### src/shared/pbch_pkg.sv
package pbch_pkg;

	// Bus control pin group, one bit per pin, active low on the wire
	typedef struct packed {
		logic frame;
		logic irdy;
		logic trdy;
		logic devsel;
		logic stop;
		logic perr;
	} pbch_ctl_t;

	// What the target side learned in the address phase
	typedef struct packed {
		logic [3:0] cmd;
		logic cfg;
		logic write;
	} pbch_tgt_info_t;

	// Bus commands and address phase fields
	localparam logic [3:0] PBCH_CMD_CFG_RD = 4'ha;
	localparam logic [3:0] PBCH_CMD_CFG_WR = 4'hb;
	localparam int PBCH_CMD_DIR_BIT = 0;
	localparam logic [1:0] PBCH_CFG_TYPE0 = 2'h0;

	// Command register bit positions (configuration offset 04h)
	localparam logic [7:0] PBCH_CMD_REG_OFFSET = 8'h04;
	localparam int PBCH_CMD_PERR_EN_BIT = 6;
	localparam int PBCH_CMD_SERR_EN_BIT = 8;

	// Defaults for sizes and timing counts
	localparam int PBCH_LEN_W = 8;
	localparam int PBCH_DEVSEL_LIMIT = 5;

endpackage

### src/hw/pbch_ctl.sv
`timescale 1ns/1ps

// Functional notes
// - As target, assert DEVSEL to claim cycle
// - As initiator, master abort without DEVSEL
// - Initiator drives FRAME from transaction start
// - FRAME deasserted marks the final data phase
// - Assert REQ when initiator ownership needed
// - Arbiter GNT hands ownership; parking handled
// - Configuration access only with IDSEL asserted
// - IRDY initiator ready, TRDY target ready
// - Phase completes when IRDY and TRDY sampled
// - Wait states while not both asserted
// - PERR only when parity response enabled
// - SERR pulse only when system error enabled
// - CardBus address parity error also pulses SERR
// - STOP from target ends the transaction
// - Initiator drives even parity one clock later
// - Target compares parity, data mismatch raises PERR
module pbch_ctl
#(
	parameter int LEN_W = pbch_pkg::PBCH_LEN_W,
	parameter int DEVSEL_LIMIT = pbch_pkg::PBCH_DEVSEL_LIMIT
)
(
	// Clock and reset
	input wire logic clk,
	input wire logic rst,
	// Bus control pins
	input wire pbch_pkg::pbch_ctl_t pin_in,
	output pbch_pkg::pbch_ctl_t pin_out,
	output pbch_pkg::pbch_ctl_t pin_oe,
	input wire logic gnt_n,
	input wire logic idsel,
	output logic req_n,
	output logic serr_n_out,
	output logic serr_oe,
	// Address/data path
	input wire logic [31:0] ad_in,
	input wire logic [3:0] cbe_in,
	input wire logic par_in,
	output logic ad_oe,
	output logic addr_phase,
	output logic par_out,
	output logic par_oe,
	// Command register contents
	input wire logic [15:0] cfg_command,
	// Initiator user side
	input wire logic mst_start,
	input wire logic [3:0] mst_cmd,
	input wire logic [LEN_W-1:0] mst_len,
	input wire logic mst_rdy,
	output logic mst_busy,
	output logic mst_beat,
	output logic mst_done,
	output logic mst_abort,
	output logic mst_disc,
	// Target user side
	input wire logic tgt_hit,
	input wire logic tgt_rdy,
	input wire logic tgt_disc,
	output logic tgt_sel,
	output logic tgt_beat,
	output pbch_pkg::pbch_tgt_info_t tgt_info,
	// Error events
	input wire logic sys_err,
	input wire logic cb_addr_perr,
	output logic perr_seen
);

	import pbch_pkg::*;

	localparam int TMO_W = $clog2(DEVSEL_LIMIT + 1);

	// Refuse sizes the logic cannot serve
	generate
		if (LEN_W < 1 || DEVSEL_LIMIT < 1)
		begin : g_bad_param
			$error("pbch_ctl: LEN_W and DEVSEL_LIMIT must be at least 1");
		end
	endgenerate

	typedef enum logic [1:0] {M_IDLE, M_ADDR, M_DATA, M_TURN} pbch_mst_t;
	typedef enum logic [1:0] {T_IDLE, T_DATA, T_TURN} pbch_tgt_t;

	pbch_mst_t mst_state_reg, mst_state_next;
	pbch_tgt_t tgt_state_reg, tgt_state_next;
	logic frame_reg, frame_next, irdy_reg, irdy_next;
	logic pend_reg, pend_next;
	logic [3:0] cmd_reg;
	logic [LEN_W-1:0] left_reg, left_next;
	logic [TMO_W-1:0] tmo_reg, tmo_next;
	logic dev_seen_reg, abt_reg;
	logic mst_beat_reg, mst_done_reg, mst_abort_reg, mst_disc_reg;
	logic devsel_reg, devsel_next, trdy_reg, trdy_next;
	logic stop_reg, stop_next, tfirst_reg, idle_prev_reg;
	pbch_tgt_info_t tgt_info_reg;
	logic tgt_beat_reg;
	logic chk_data_reg, chk_addr_reg;
	logic perr_reg, perr_next, perr_oe_reg, perr_seen_reg;
	logic serr_reg, serr_pend_reg;

	// Sampled pin levels, true when asserted
	logic frame_s, irdy_s, trdy_s, devsel_s, stop_s, gnt_s, bus_idle;
	assign frame_s = ~pin_in.frame;
	assign irdy_s = ~pin_in.irdy;
	assign trdy_s = ~pin_in.trdy;
	assign devsel_s = ~pin_in.devsel;
	assign stop_s = ~pin_in.stop;
	assign gnt_s = ~gnt_n;
	assign bus_idle = ~frame_s & ~irdy_s;

	// Command register enables
	logic perr_en, serr_en;
	assign perr_en = cfg_command[PBCH_CMD_PERR_EN_BIT];
	assign serr_en = cfg_command[PBCH_CMD_SERR_EN_BIT];

	// Initiator decode
	logic m_idle, m_data, accept, mst_go, park, m_beat, m_tmo, m_end;
	logic [LEN_W-1:0] m_rem;
	assign m_idle = (mst_state_reg == M_IDLE);
	assign m_data = (mst_state_reg == M_DATA);
	assign accept = mst_start & ~pend_reg & m_idle;
	assign mst_go = m_idle & pend_reg & gnt_s & bus_idle
		& (tgt_state_reg == T_IDLE);
	assign park = m_idle & ~pend_reg & gnt_s & bus_idle
		& (tgt_state_reg == T_IDLE);
	assign m_beat = m_data & irdy_reg & trdy_s;
	assign m_rem = m_beat ? left_reg - 1'b1 : left_reg;
	assign m_tmo = m_data & ~dev_seen_reg & ~devsel_s
		& (tmo_reg >= TMO_W'(DEVSEL_LIMIT));
	assign m_end = m_data & ~frame_reg
		& (m_beat | stop_s | abt_reg | m_tmo);
	assign pend_next = accept | (pend_reg & ~mst_go);
	assign left_next = accept ? mst_len : m_rem;

	// Initiator sequence: address, data phases, turnaround
	always_comb
	begin
		mst_state_next = mst_state_reg;
		frame_next = frame_reg;
		irdy_next = irdy_reg;
		unique case (mst_state_reg)
			M_IDLE:
			begin
				if (mst_go)
				begin
					mst_state_next = M_ADDR;
					frame_next = 1'b1;
				end
			end
			M_ADDR:
			begin
				mst_state_next = M_DATA;
				frame_next = (left_reg > LEN_W'(1));
				irdy_next = mst_rdy | ~frame_next;
			end
			M_DATA:
			begin
				if (m_end)
				begin
					mst_state_next = M_TURN;
					frame_next = 1'b0;
					irdy_next = 1'b0;
				end
				else
				begin
					frame_next = frame_reg & ~stop_s & ~m_tmo
						& (m_rem > LEN_W'(1));
					irdy_next = (irdy_reg & ~m_beat) | mst_rdy
						| ~frame_next;
				end
			end
			M_TURN:
			begin
				mst_state_next = M_IDLE;
			end
		endcase
	end

	// Initiator timeout count
	always_comb
	begin
		tmo_next = tmo_reg;
		if (mst_state_reg == M_ADDR)
			tmo_next = TMO_W'(1);
		else if (m_data && tmo_reg < TMO_W'(DEVSEL_LIMIT))
			tmo_next = tmo_reg + 1'b1;
	end

	// Initiator state registers
	always_ff @(posedge clk)
	begin
		if (rst)
		begin
			mst_state_reg <= M_IDLE;
			frame_reg <= 1'b0;
			irdy_reg <= 1'b0;
			pend_reg <= 1'b0;
			cmd_reg <= 4'h0;
			left_reg <= '0;
			tmo_reg <= '0;
			dev_seen_reg <= 1'b0;
			abt_reg <= 1'b0;
		end
		else
		begin
			mst_state_reg <= mst_state_next;
			frame_reg <= frame_next;
			irdy_reg <= irdy_next;
			pend_reg <= pend_next;
			cmd_reg <= accept ? mst_cmd : cmd_reg;
			left_reg <= left_next;
			tmo_reg <= tmo_next;
			dev_seen_reg <= (mst_state_reg == M_ADDR) ? 1'b0
				: dev_seen_reg | (m_data & devsel_s);
			abt_reg <= (mst_state_reg == M_ADDR) ? 1'b0 : abt_reg | m_tmo;
		end
	end

	// Initiator user events
	always_ff @(posedge clk)
	begin
		if (rst)
		begin
			mst_beat_reg <= 1'b0;
			mst_done_reg <= 1'b0;
			mst_abort_reg <= 1'b0;
			mst_disc_reg <= 1'b0;
		end
		else
		begin
			mst_beat_reg <= m_beat;
			mst_done_reg <= m_end;
			mst_abort_reg <= m_end & (abt_reg | m_tmo);
			mst_disc_reg <= m_end & stop_s & ~abt_reg & ~m_tmo;
		end
	end

	// Target decode at the address phase
	logic t_idle, t_data, t_addr, is_cfg, cfg_sel, t_claim, t_beat, t_end;
	assign t_idle = (tgt_state_reg == T_IDLE);
	assign t_data = (tgt_state_reg == T_DATA);
	assign t_addr = t_idle & frame_s & idle_prev_reg
		& (mst_state_reg != M_ADDR);
	assign is_cfg = (cbe_in == PBCH_CMD_CFG_RD) | (cbe_in == PBCH_CMD_CFG_WR);
	assign cfg_sel = idsel & (ad_in[1:0] == PBCH_CFG_TYPE0);
	assign t_claim = t_addr & (is_cfg ? cfg_sel : tgt_hit);
	assign t_beat = t_data & irdy_s & trdy_reg;
	assign t_end = t_data & ~frame_s & irdy_s
		& (trdy_reg | stop_reg);

	// Target sequence and its driven levels
	always_comb
	begin
		tgt_state_next = tgt_state_reg;
		devsel_next = 1'b0;
		trdy_next = 1'b0;
		stop_next = 1'b0;
		unique case (tgt_state_reg)
			T_IDLE:
			begin
				if (t_claim)
				begin
					tgt_state_next = T_DATA;
					devsel_next = 1'b1;
				end
			end
			T_DATA:
			begin
				if (t_end)
					tgt_state_next = T_TURN;
				devsel_next = ~t_end;
				trdy_next = ~t_end
					& ((trdy_reg & ~t_beat) | tgt_rdy);
				stop_next = ~t_end & (stop_reg | tgt_disc);
			end
			T_TURN:
			begin
				tgt_state_next = T_IDLE;
			end
		endcase
	end

	// Target state registers
	always_ff @(posedge clk)
	begin
		if (rst)
		begin
			tgt_state_reg <= T_IDLE;
			devsel_reg <= 1'b0;
			trdy_reg <= 1'b0;
			stop_reg <= 1'b0;
			tfirst_reg <= 1'b0;
			idle_prev_reg <= 1'b1;
			tgt_info_reg <= '0;
			tgt_beat_reg <= 1'b0;
		end
		else
		begin
			tgt_state_reg <= tgt_state_next;
			devsel_reg <= devsel_next;
			trdy_reg <= trdy_next;
			stop_reg <= stop_next;
			tfirst_reg <= t_claim;
			idle_prev_reg <= bus_idle;
			tgt_info_reg <= t_claim
				? '{cmd: cbe_in, cfg: is_cfg,
					write: cbe_in[PBCH_CMD_DIR_BIT]}
				: tgt_info_reg;
			tgt_beat_reg <= t_beat;
		end
	end

	// Error detection: parity one clock after each checked phase
	logic mism, data_perr, addr_perr, serr_evt, serr_fire;
	assign data_perr = chk_data_reg & mism;
	assign addr_perr = chk_addr_reg & mism;
	assign perr_next = perr_en & data_perr;
	assign serr_evt = serr_en & (sys_err | cb_addr_perr
		| (addr_perr & perr_en));
	assign serr_fire = (serr_evt | serr_pend_reg) & ~serr_reg;

	// Error registers
	always_ff @(posedge clk)
	begin
		if (rst)
		begin
			chk_data_reg <= 1'b0;
			chk_addr_reg <= 1'b0;
			perr_reg <= 1'b0;
			perr_oe_reg <= 1'b0;
			perr_seen_reg <= 1'b0;
			serr_reg <= 1'b0;
			serr_pend_reg <= 1'b0;
		end
		else
		begin
			chk_data_reg <= (t_beat & tgt_info_reg.write)
				| (m_beat & ~cmd_reg[PBCH_CMD_DIR_BIT]);
			chk_addr_reg <= t_claim;
			perr_reg <= perr_next;
			perr_oe_reg <= perr_next | perr_reg;
			perr_seen_reg <= data_perr | addr_perr;
			serr_reg <= serr_fire;
			serr_pend_reg <= (serr_pend_reg | serr_evt) & ~serr_fire;
		end
	end

	// Parity generation and checking
	logic drive_ad;
	assign drive_ad = park | (mst_state_reg == M_ADDR)
		| (m_data & cmd_reg[PBCH_CMD_DIR_BIT])
		| (t_data & ~tgt_info_reg.write & ~tfirst_reg);

	pbch_parity u_parity
	(
		.clk(clk),
		.rst(rst),
		.ad(ad_in),
		.cbe(cbe_in),
		.par_in(par_in),
		.drive_en(drive_ad),
		.par_out(par_out),
		.par_oe(par_oe),
		.mismatch(mism)
	);

	// Pin drive, low on the wire when asserted
	logic m_drive, t_drive;
	assign m_drive = ~m_idle;
	assign t_drive = ~t_idle;
	assign pin_out = '{frame: ~frame_reg, irdy: ~irdy_reg,
		trdy: ~trdy_reg, devsel: ~devsel_reg, stop: ~stop_reg,
		perr: ~perr_reg};
	assign pin_oe = '{frame: m_drive, irdy: m_drive, trdy: t_drive,
		devsel: t_drive, stop: t_drive, perr: perr_oe_reg};
	assign req_n = ~pend_reg;
	assign serr_n_out = ~serr_reg;
	assign serr_oe = serr_reg;
	assign ad_oe = drive_ad;
	assign addr_phase = (mst_state_reg == M_ADDR);

	// User side outputs
	assign mst_busy = pend_reg | ~m_idle;
	assign mst_beat = mst_beat_reg;
	assign mst_done = mst_done_reg;
	assign mst_abort = mst_abort_reg;
	assign mst_disc = mst_disc_reg;
	assign tgt_sel = t_data;
	assign tgt_beat = tgt_beat_reg;
	assign tgt_info = tgt_info_reg;
	assign perr_seen = perr_seen_reg;

endmodule

### src/hw/pbch_parity.sv
`timescale 1ns/1ps

// Even parity over address/data and command/byte-enable lines
module pbch_parity
(
	// Clock and reset
	input wire logic clk,
	input wire logic rst,
	// Bus values as seen on the wire
	input wire logic [31:0] ad,
	input wire logic [3:0] cbe,
	input wire logic par_in,
	// Set while this device drives the address/data lines
	input wire logic drive_en,
	// Parity pin drive and check result
	output logic par_out,
	output logic par_oe,
	output logic mismatch
);

	logic par_calc_reg;
	logic par_oe_reg;

	// Parity of each phase is held for one clock, then driven or compared
	always_ff @(posedge clk)
	begin
		if (rst)
		begin
			par_calc_reg <= 1'b0;
			par_oe_reg <= 1'b0;
		end
		else
		begin
			par_calc_reg <= ^{ad, cbe};
			par_oe_reg <= drive_en;
		end
	end

	// Outputs and comparison against the parity seen on the wire
	assign par_out = par_calc_reg;
	assign par_oe = par_oe_reg;
	assign mismatch = par_calc_reg ^ par_in;

endmodule

### config.mk
export PLATFORM = sky130hd
export DESIGN_NAME = pbch_ctl
export DESIGN_NICKNAME = d
export VERILOG_FILES = /design/src/shared/pbch_pkg.sv /design/src/hw/pbch_ctl.sv /design/src/hw/pbch_parity.sv
export SDC_FILE = /design/constraint.sdc
export NUM_CORES = 1
export LEC_CHECK = 0
export BUFFER_PORTS_ARGS = -buffer_cell sky130_fd_sc_hd__buf_2
export CORE_UTILIZATION = 26
export DETAILED_ROUTE_END_ITERATION = 8
export GPL_TIMING_DRIVEN = 0
export MAX_ROUTING_LAYER = met4
export PLACE_DENSITY_LB_ADDON = 0.3
export SLEW_MARGIN = 10
export SYNTH_ARGS = -nofsm -noshare
export SYNTH_HDL_FRONTEND = slang
export SYNTH_SLANG_ARGS = --single-unit
### constraint.sdc
create_clock -name clk -period 3 [get_ports clk]
set_input_delay 0.6 -clock clk [delete_from_list [all_inputs] [get_ports clk]]
set_output_delay 0.6 -clock clk [all_outputs]
set_load 0.005 [all_outputs]
# ---- Word level (Yosys, flattened, before mapping)
# Cells that the tools add are included.
dict set report word_totals {
  regBits 45
  inputBits 82
  elab_cells 188
}
dict set report op_classes {
  addsub 2
  magnitude_cmp 4
  n_eq_ne 12
  muxes 18
  bitwise 107
  reduce_logical 13
}
# cell n
set ops {}
lappend ops {{$and 1x1->1} 53}
lappend ops {{$reduce_xor 36->1} 1}
lappend ops {{$not 1->1} 30}
lappend ops {{$or 1x1->1} 23}
lappend ops {{$gt 8x1->1 const B} 2}
lappend ops {{$mux 8} 2}
lappend ops {{$ne 2x1->1 const B} 5}
lappend ops {{$eq 4x4->1 const B} 2}
lappend ops {{$mux 2} 4}
lappend ops {{$pmux 2 s4} 1}
lappend ops {{$sub 8x1->8 const B} 1}
lappend ops {{$mux 1} 7}
lappend ops {{$eq 2x2->1 const B} 3}
lappend ops {{$logic_not 2->1} 3}
lappend ops {{$pmux 2 s3} 1}
lappend ops {{$reduce_and 2->1} 3}
lappend ops {{$eq 2x1->1 const B} 2}
lappend ops {{$pmux 1 s2} 2}
lappend ops {{$reduce_bool 2->1} 2}
lappend ops {{$reduce_or 2->1} 2}
lappend ops {{$add 3x1->3 const B} 1}
lappend ops {{$ge 3x3->1 const B} 1}
lappend ops {{$lt 3x3->1 const B} 1}
lappend ops {{$pmux 1 s3} 1}
lappend ops {{3 further kinds} 3}

# ---- Depth between registers and ports, before layout
# Gate-level depths: netlist of the first run.
dict set report logic_depth {
  depth_word 11
  mapped_depth 10
  depth_no_buf 8
}

# ---- By module
# From an unflattened synthesis of the first run, not the netlist that was laid out.
dict set report hier_totals {
  hier_cells 289
  area_unflattened_um2 2576.2
}
# module instances cells_per_inst area_each_um2 seq_area_each_um2
set by_module_without_submodules {}
lappend by_module_without_submodules {pbch_ctl 1 250 2188.3 840.8}
lappend by_module_without_submodules {pbch_parity 1 39 387.9 40.0}

# ---- Worst setup path before layout of the first run
# Ideal clock, no wire load.
dict set report synth_timing {
  kind {input to register}
  startpoint {input cbe_in[2]}
  endpoint {register u_parity.par_calc_reg (netlist: u_parity.par_out)}
  t_arrival_ns 1.977
  required_ns 2.872
  slack_ns 0.895
  path_stages 8
  cell_sequence {inv_1 > ha_1 > xnor2_1 > xnor2_1 > xnor2_1 > xnor3_1 > xnor2_1 > nor2_1}
}
dict set report synth_between {
  elab_chain_cells 1
}
# item line_no
set synth_lines {}
lappend synth_lines {{from (decl)} pbch_ctl.sv:40} ;# input wire logic [3:0] cbe_in,
lappend synth_lines {{$reduce_xor 36->1} pbch_parity.sv:34} ;# par_calc_reg <= ^{ad, cbe};
lappend synth_lines {{to (signal assigned)} pbch_parity.sv:34}
lappend synth_lines {{to (decl)} pbch_parity.sv:21} ;# logic par_calc_reg;
# Every way passes these cells.
# A chain may end at the register's enable or synchronous reset.

# ---- Worst setup path after layout of the first run
dict set report layout_timing {
  startpoint {register tgt_state_reg[1]}
  endpoint {output ad_oe}
}
dict set report layout_between {
  elab_chain_cells 5
  elab_cells_between_ends 8
  cone_classes {eq/ne (1); bitwise (6); reduce/logical (1)}
}
# item line_no
set layout_lines {}
lappend layout_lines {{from (decl)} pbch_ctl.sv:87} ;# pbch_tgt_t tgt_state_reg, tgt_state_next;
lappend layout_lines {{from (signal assigned)} pbch_ctl.sv:301} ;# tgt_state_reg <= tgt_state_next;
lappend layout_lines {{$logic_not 2->1} pbch_ctl.sv:127} ;# & (tgt_state_reg == T_IDLE);
lappend layout_lines {{$and 1x1->1} pbch_ctl.sv:127}
lappend layout_lines {{$or 1x1->1} pbch_ctl.sv:352} ;# assign drive_ad = park | (mst_state_reg == M_ADDR)
lappend layout_lines {{$or 1x1->1} pbch_ctl.sv:353} ;# | (m_data & cmd_reg[PBCH_CMD_DIR_BIT])
lappend layout_lines {{$or 1x1->1 *} pbch_ctl.sv:354} ;# | (t_data & ~tgt_info_reg.write & ~tfirst_reg);
lappend layout_lines {{to (decl)} pbch_ctl.sv:42} ;# output logic ad_oe,
# Mark *: on every way between the ends. The rest lies on a longest branch, timed or not.

==> results of run 1 <==
==> placed cells by master (no fill, tap or decap), drive strengths merged, types with 2 or more instances in the layout <==
cell type,instances
o21a,2
o211ai,6
nand2,17
a211oi,11
o21ai,3
or3,3
inv,27
a221oi,2
nand3,2
nor2,37
o21bai,2
mux2i,5
ha,14
a31oi,2
nor3,7
buf,107
xor2,7
clkbuf,10
and3,2
a21oi,18
xnor2,30
a311oi,3
o31ai,2
nor4,3
nand2b,4
dfxtp,44
==> kinds of logic (layout without fill, tap and decap cells) <==
family	after synthesis	after routing	synth area share (%)
xor+xnor	38	38	13.9
fa+ha+maj	14	14	7.01
mux	5	5	2.00
compound gates	56	56	16.1
simple gates	86	86	17.4
flops	44	44	35.3
buf+inv	43	147	8.41
==> power by group through the flow <==
stage,registers [mW],logic [mW],clock network [mW]
finish,0.751,0.855,0.488
global route,0.766,0.974,0.526
CTS,0.750,0.867,0.503
detailed placement,0.763,0.862,0
floorplan,0.748,0.600,0
global placement,0.762,0.849,0
==> synthesized netlist by cell type, drive strengths merged (2+ instances only) <==
library cell,instances
nand2,17
o31ai,2
nand2b,4
o21bai,2
ha,14
mux2i,5
or3,3
and3,2
xnor2,30
nor3,7
o211ai,6
a311oi,3
clkbuf,4
nand3,2
o21a,2
a211oi,11
nor2,37
buf,11
dfxtp,44
xor2,7
a31oi,2
nor4,3
a221oi,2
a21oi,18
o21ai,3
inv,27
==> worst reg2reg max path, delay by kind of cell, from the launching register on <==
family / cells / cell delay, ns
DFF: 1 / 0.34
and+or+nand+nor: 2 / 0.48
adders and majority gates: 1 / 0.20
AOI/OAI and AO/OA: 3 / 0.61
buffers and inverters: 3 / 0.32
==> final cells by class <==
cell class / count / area share (%)
buffer: 16 / 3.34
clock buffer: 6 / 2.53
clock inverter: 2 / 1.19
inverter: 27 / 3.11
multi-input combinational: 199 / 43.2
sequential: 44 / 27.0
tap: 129 / 4.95
timing repair buffer: 96 / 14.7
==> layer usage <==
layer | wire length, um | share of wire [%]
met3 | 451 | 7.4
met1 | 2830 | 46
met5 | 0 | 0
met2 | 2740 | 45
met4 | 71 | 1.2
==> worst max-delay path by stage <==
| stage | from | slack (ns) | end |
|---|---|---|---|
| after floorplan | cbe_in[2] | 0.89 | u_parity.par_out$_SDFF_PP0_ |
| after global placement | cbe_in[2] | 0.69 | u_parity.par_out$_SDFF_PP0_ |
| after detailed placement | cbe_in[0] | 0.64 | u_parity.par_out$_SDFF_PP0_ |
| after CTS | tgt_state_reg[1]$_SDFFE_PP0P_ | 0.56 | ad_oe |
| after global routing | tgt_state_reg[1]$_SDFFE_PP0P_ | 0.43 | ad_oe |
| final | tgt_state_reg[1]$_SDFFE_PP0P_ | 0.57 | ad_oe |
==> stage by stage <==
stage	cells	setup slack [ns]	hold WS [ns]	cell area, sq um	utilization [%]
floorplan	286	0.895	0.432	2500	-
global placement	511	0.687	0.438	3140	33.8
detailed placement	511	0.643	0.446	3140	33.8
CTS	519	0.558	0.460	3260	35.1
global route	519	0.432	0.498	3260	35.1
finish	519	0.567	0.464	3260	35.1
==> flow_metrics.env, run 1 <==
export IMPL_vias=2272
export IMPL_synth_area_leaders="dfxtp_1 35%, xnor2_1 11%, ha_1 7.0%"
export IMPL_drt_pass1_iter_count=4
export IMPL_die_w_um=100
export IMPL_critPathArrivalTime_ns=1.83
export IMPL_cp_num_cells=7
export IMPL_max_freq_mhz=411
export IMPL_grtUsageTotal_pct=13.3
export IMPL_pwr_share_clk_pct=23.3
export IMPL_drv_slew=0
export IMPL_power_internal_mw=1.37
export IMPL_cts_root_buf="clkbuf_8"
export IMPL_p_sw_share_pct=34.8
export IMPL_drv_cap=0
export IMPL_fin_tns_setup_ns=0
export IMPL_die_y_um=100
export IMPL_grt_max_degree=15
export IMPL_core_area_sq_um=9280
export IMPL_fp_dieArea_sq_um=10000
export IMPL_synth_top_area_cell="dfxtp_1"
export IMPL_numCtsBuffers=5
export IMPL_rsz0062_at_grt="no"
export IMPL_antenna_found_initial=0
export IMPL_synth_seq_cells=44
export IMPL_cts_tree="yes"
export IMPL_use_met2_pct=22.4
export IMPL_avgSynthCellArea_sq_um=8.74
export IMPL_reg2reg_depth=9
export IMPL_ys_seq_area_share_pct=35.3
export IMPL_max_slew_worst_pin_slew_ns=0.495
export IMPL_hold_path_depth=1
export IMPL_r2r_end="irdy_reg$_SDFFE_PP0N_"
export IMPL_ctsResizeCount=0
export IMPL_antenna_left=0
export IMPL_largest_reg_flops=8
export IMPL_hold_path_endpoint="serr_oe$_SDFF_PP0_"
export IMPL_comb_power_share_pct=40.8
export IMPL_final_setup_skew_ns=0.00992
export IMPL_crit_family="simple AND/OR/NAND/NOR gates"
export IMPL_reg2reg_from="mst_state_reg[0]$_SDFFE_PP0P_"
export IMPL_yosys_warnings=0
export IMPL_synth_main_ff_cell="dfxtp_1"
export IMPL_fillers=1012
export IMPL_slowest_stage="nor3_1"
export IMPL_pwr_share_seq_pct=35.8
export IMPL_crit_fanout=5
export IMPL_yosysTopAreaCellShare_pct=35.3
export IMPL_grt_overflow=0
export IMPL_cts_sinks=44
export IMPL_synth_edf_count=0
export IMPL_fin_nets=485
export IMPL_wirelength_mm=6.10
export IMPL_ios=115
export IMPL_initial_core_util_pct=26.9
export IMPL_p_per_area_nw_per_um2=642
export IMPL_critPathBufInv=3
export IMPL_fp_row_count=35
export IMPL_synth_net_count=382
export IMPL_grt_pass1_vias=2277
export IMPL_final_hold_viol_count=0
export IMPL_post_cts_buffers=0
export IMPL_crit_chain="inv_1 > ha_1 > inv_1 > nor3_1 > nand2_1 > nand2_1 > buf_2"
export IMPL_cts_max_level=2
export IMPL_portBuffers=96
export IMPL_syn_area_sq_um=2500
export IMPL_layout_min_cycle_time_ns=2.43
export IMPL_required_ns=2.40
export IMPL_syn2layout_area_growth_pct=30.5
export IMPL_max_slew_margin_rel_pct=67.0
export IMPL_outcome="finished, final reports clean"
export IMPL_rrSetupSlack_ns=0.93
export IMPL_met3_usage_pct=3.27
export IMPL_grt_busiest_layer="met2"
export IMPL_end_kind="primary output"
export IMPL_critical_path_class="register to primary output"
export IMPL_critPathMaxStageDelay_ns=0.43
export IMPL_setup_viol=0
export IMPL_drt_iter0_drc=50
export IMPL_p_sw_mw=0.728
export IMPL_drive_gt1_share_pct=31.8
export IMPL_drt_vias_per_instance=4.38
export IMPL_seqCellArea_sq_um=881
export IMPL_async_flop_share_pct=0
export IMPL_p_leak_nw=1.47
export IMPL_dpl_hpwl_mm=4.94
export IMPL_hold_start="serr_oe$_SDFF_PP0_"
export IMPL_vdd_ir_drop_max_mv=0.214
export IMPL_clock_latency_ns=0.30
export IMPL_drc=0
export IMPL_clkTransAtPathRegs_ns=0.09
export IMPL_multi_input_area_sq_um=1410
export IMPL_cts_path_max_buffers=2
export IMPL_ys_types=53
export IMPL_final_period_utilization_pct=81.1
export IMPL_total_power_mw=2.09
export IMPL_holdCritPathClass="register to register"
export IMPL_antenna_cells=0
export IMPL_grt_pass1_wl_mm=10.2
export IMPL_gp_congestion=0.855
export IMPL_gr_usage_met1_pct=15.8
export IMPL_cp_start_kind="register"
export IMPL_hold_buffers=0
export IMPL_syn_inst=286
export IMPL_wl_per_cell_um=11.7
(Power assumes the default switching activity.)
==> run 2: changes to the inputs <==
--- a/config.mk
+++ b/config.mk
@@ -5,6 +5,7 @@
 export SDC_FILE = /design/constraint.sdc
 export NUM_CORES = 1
 export LEC_CHECK = 0
+export ABC_AREA = 1
 export BUFFER_PORTS_ARGS = -buffer_cell sky130_fd_sc_hd__buf_2
 export CORE_UTILIZATION = 26
 export DETAILED_ROUTE_END_ITERATION = 8
==> constraint.sdc (replaced) <==
create_clock -name clk -period 2.3 [get_ports clk]
set_input_delay 0.46 -clock clk [delete_from_list [all_inputs] [get_ports clk]]
set_output_delay 0.46 -clock clk [all_outputs]
set_load 0.005 [all_outputs]
==> run 2 against run 1 <==
  * Synthesized cell count grew 60%
  * Global-route usage increased by 0.46 points
  * Critical path depth unchanged
  * Combinational power grew 24%
  * Highest routed layer unchanged
==> flow_metrics.env, run 2 <==
export IMPL_vdd_ir_drop_max_mv=0.245
export IMPL_drt_iter0_drc=100
export IMPL_gp_congestion=0.813
export IMPL_cts_root_buf="clkbuf_8"
export IMPL_cts_tree="yes"
export IMPL_setup_viol=0
export IMPL_crit_fanout=4
export IMPL_synth_area_leaders="dfxtp_1 31%, nand2_1 20%, inv_1 9.5%"
export IMPL_vias=3020
export IMPL_initial_core_util_pct=26.6
export IMPL_rsz0062_at_grt="no"
export IMPL_post_dp_cell_area_sq_um=3540
export IMPL_clock_latency_ns=0.31
export IMPL_numCtsBuffers=5
export IMPL_avgSynthCellArea_sq_um=6.28
export IMPL_final_hold_viol_count=0
export IMPL_yosysTopAreaCellShare_pct=30.6
export IMPL_max_freq_mhz=458
export IMPL_pwr_share_clk_pct=23.7
export IMPL_hold_path_depth=3
export IMPL_antenna_left=0
export IMPL_drt_vias_per_instance=4.28
export IMPL_grt_overflow=0
export IMPL_fin_util_pct=34.0
export IMPL_max_slew_margin_rel_pct=57.8
export IMPL_p_leak_nw=2.01
export IMPL_p_sw_mw=1.02
export IMPL_mostFrequentLayoutCells="156 x nand2_1, 96 x buf_2, 70 x inv_1"
export IMPL_fin_tns_setup_ns=0
export IMPL_async_flop_share_pct=0
export IMPL_critPathArrivalTime_ns=1.72
export IMPL_grt_max_degree=16
export IMPL_core_area_sq_um=10800
export IMPL_drv_cap=0
export IMPL_cts_path_max_buffers=2
export IMPL_holdCritPathClass="input pin to register"
export IMPL_portBuffers=96
export IMPL_required_ns=1.84
export IMPL_drc=0
export IMPL_wirelength_mm=7.25
export IMPL_final_period_utilization_pct=94.8
export IMPL_antenna_found_initial=0
export IMPL_layout_min_cycle_time_ns=2.18
export IMPL_holdWs_ns=0.366
export IMPL_reg2reg_depth=7
export IMPL_total_power_mw=2.68
export IMPL_max_slew_worst_pin_slew_ns=0.633
export IMPL_grt_pass1_vias=2788
export IMPL_cts_max_level=2
export IMPL_final_common_cell="nand2_1"
export IMPL_synthTopCellsByCount="156 x nand2_1, 73 x inv_1, 44 x dfxtp_1, 38 x nor2_1, 26 x a21oi_1"
export IMPL_syn2layout_area_growth_pct=28.1
export IMPL_syn_area_sq_um=2880
export IMPL_critical_path_class="register to primary output"
export IMPL_power_internal_mw=1.67
export IMPL_drv_slew=0
export IMPL_grtUsageTotal_pct=13.8
export IMPL_cp_start_kind="register"
export IMPL_die_y_um=107
export IMPL_syn_inst=459
export IMPL_dpl_hpwl_mm=5.93
export IMPL_end_kind="primary output"
export IMPL_grt_pass1_wl_mm=12.3
export IMPL_hold_buffers=0
export IMPL_largest_reg_flops=8
export IMPL_antenna_cells=0
export IMPL_synth_top_area_cell="dfxtp_1"
export IMPL_p_sw_share_pct=37.9
export IMPL_drive_gt1_share_pct=24.1
export IMPL_p_per_area_nw_per_um2=727
export IMPL_synth_main_ff_cell="dfxtp_1"
export IMPL_outcome="finished, final reports clean"
export IMPL_cts_sinks=44
export IMPL_synth_seq_cells=44
export IMPL_ys_seq_area_share_pct=30.6
export IMPL_die_w_um=107
export IMPL_finish_instance_area_sq_um=3690
export IMPL_final_setup_skew_ns=0.0112
export IMPL_ios=115
export IMPL_yosys_warnings=0
export IMPL_synth_most_common_cell="nand2_1"
export IMPL_synth_net_count=555
export IMPL_pwr_share_seq_pct=36.7
export IMPL_comb_power_share_pct=39.7
export IMPL_drt_pass1_iter_count=4
export IMPL_clkTransAtPathRegs_ns=0.10
export IMPL_synth_edf_count=0
export IMPL_ys_types=33
export IMPL_fp_row_count=38
export IMPL_fin_nets=660
export IMPL_fp_dieArea_sq_um=11500
export IMPL_wl_per_cell_um=10.3
run 2: cell count changes after synthesis, sizes merged, moves of 3 or more:
cell,delta
nor4,-3
nand3,+21
inv,+47
a21oi,+9
a311oi,-3
o21ai,+21
nand4,+3
nand2b,-4
xnor2,-22
nor2,+5
nand2,+141
mux2i,-5
a211oi,-9
run 2: kinds of logic (layout without fill, tap and decap cells):
group	after synthesis	in the layout	share of synthesized area (%)
AND/OR/NAND/NOR	237	237	34.3
flip-flops	44	44	30.6
buffers and inverters	88	194	12.5
adder cells (fa/ha/maj)	14	14	6.08
XOR/XNOR	16	16	4.86
AO/OA/AOI/OAI	60	60	11.7
run 2: metal layers:
metal  GRT usage [%]  share of wire [%]  vias to the layer above
li1                -                  -                     1634
met1            16.4                 46                     1315
met2            24.1                 48                       66
met3            2.54                4.9                        5
met4            2.94               0.61                        0
met5               -                  0                        -
run 2: worst paths after layout:
| path | from | to | slack, ns |
|---|---|---|---|
| worst max-delay path | tgt_state_reg[0]$_SDFFE_PP0P_ | ad_oe | 0.12 |
| worst min register to register | dev_seen_reg$_SDFF_PP0_ | dev_seen_reg$_SDFF_PP0_ | 0.46 |
| worst max register to register | mst_state_reg[0]$_SDFFE_PP0P_ | left_reg[2]$_SDFF_PP0_ | 0.45 |
| worst min-delay path | tgt_rdy | trdy_reg$_SDFF_PP0_ | 0.37 |
run 2: what timing repair did:
| action | CTS | global route |
|---|---|---|
| pin swaps | 1 | 0 |
| resized for setup | 2 | 6 |
| setup endpoints to repair | 1 | 1 |
| buffers inserted | 1 | 1 |
run 2: area by class of cell:
cell class,instances,area [sq um]
clock inverter,3,46.3
sequential,44,882
inverter,75,282
buffer,13,78.8
fill,1193,7150
timing repair buffer,98,495
clock buffer,5,68.8
tap,140,175
multi-input combinational,327,1660
run 2: power by group through the flow:
stage          combinational, mW  sequential (mW)  clock [mW]
3_5_place_dp                1.04            0.995           0
5_1_grt                     1.24             1.00       0.690
2_1_floorplan              0.710            0.977           0
6_report                    1.06            0.984       0.635
3_3_place_gp                1.02            0.992           0
4_1_cts                     1.06            0.979       0.655
run 2: worst max-delay path, cell delays in order (launching register included):
cell     delay [ns]
dfxtp_2        0.35
inv_2          0.06
ha_4           0.13
inv_2          0.05
or3_4          0.37
or2_2          0.29
nand2_1        0.06
buf_2          0.10
run 2: through the flow:
step	setup WS (ns)	std cells
after CTS	0.00112	704
after global placement	0.185	695
after global routing	0.0196	705
after floorplan	0.512	459
after detailed placement	0.132	695
final	0.119	705
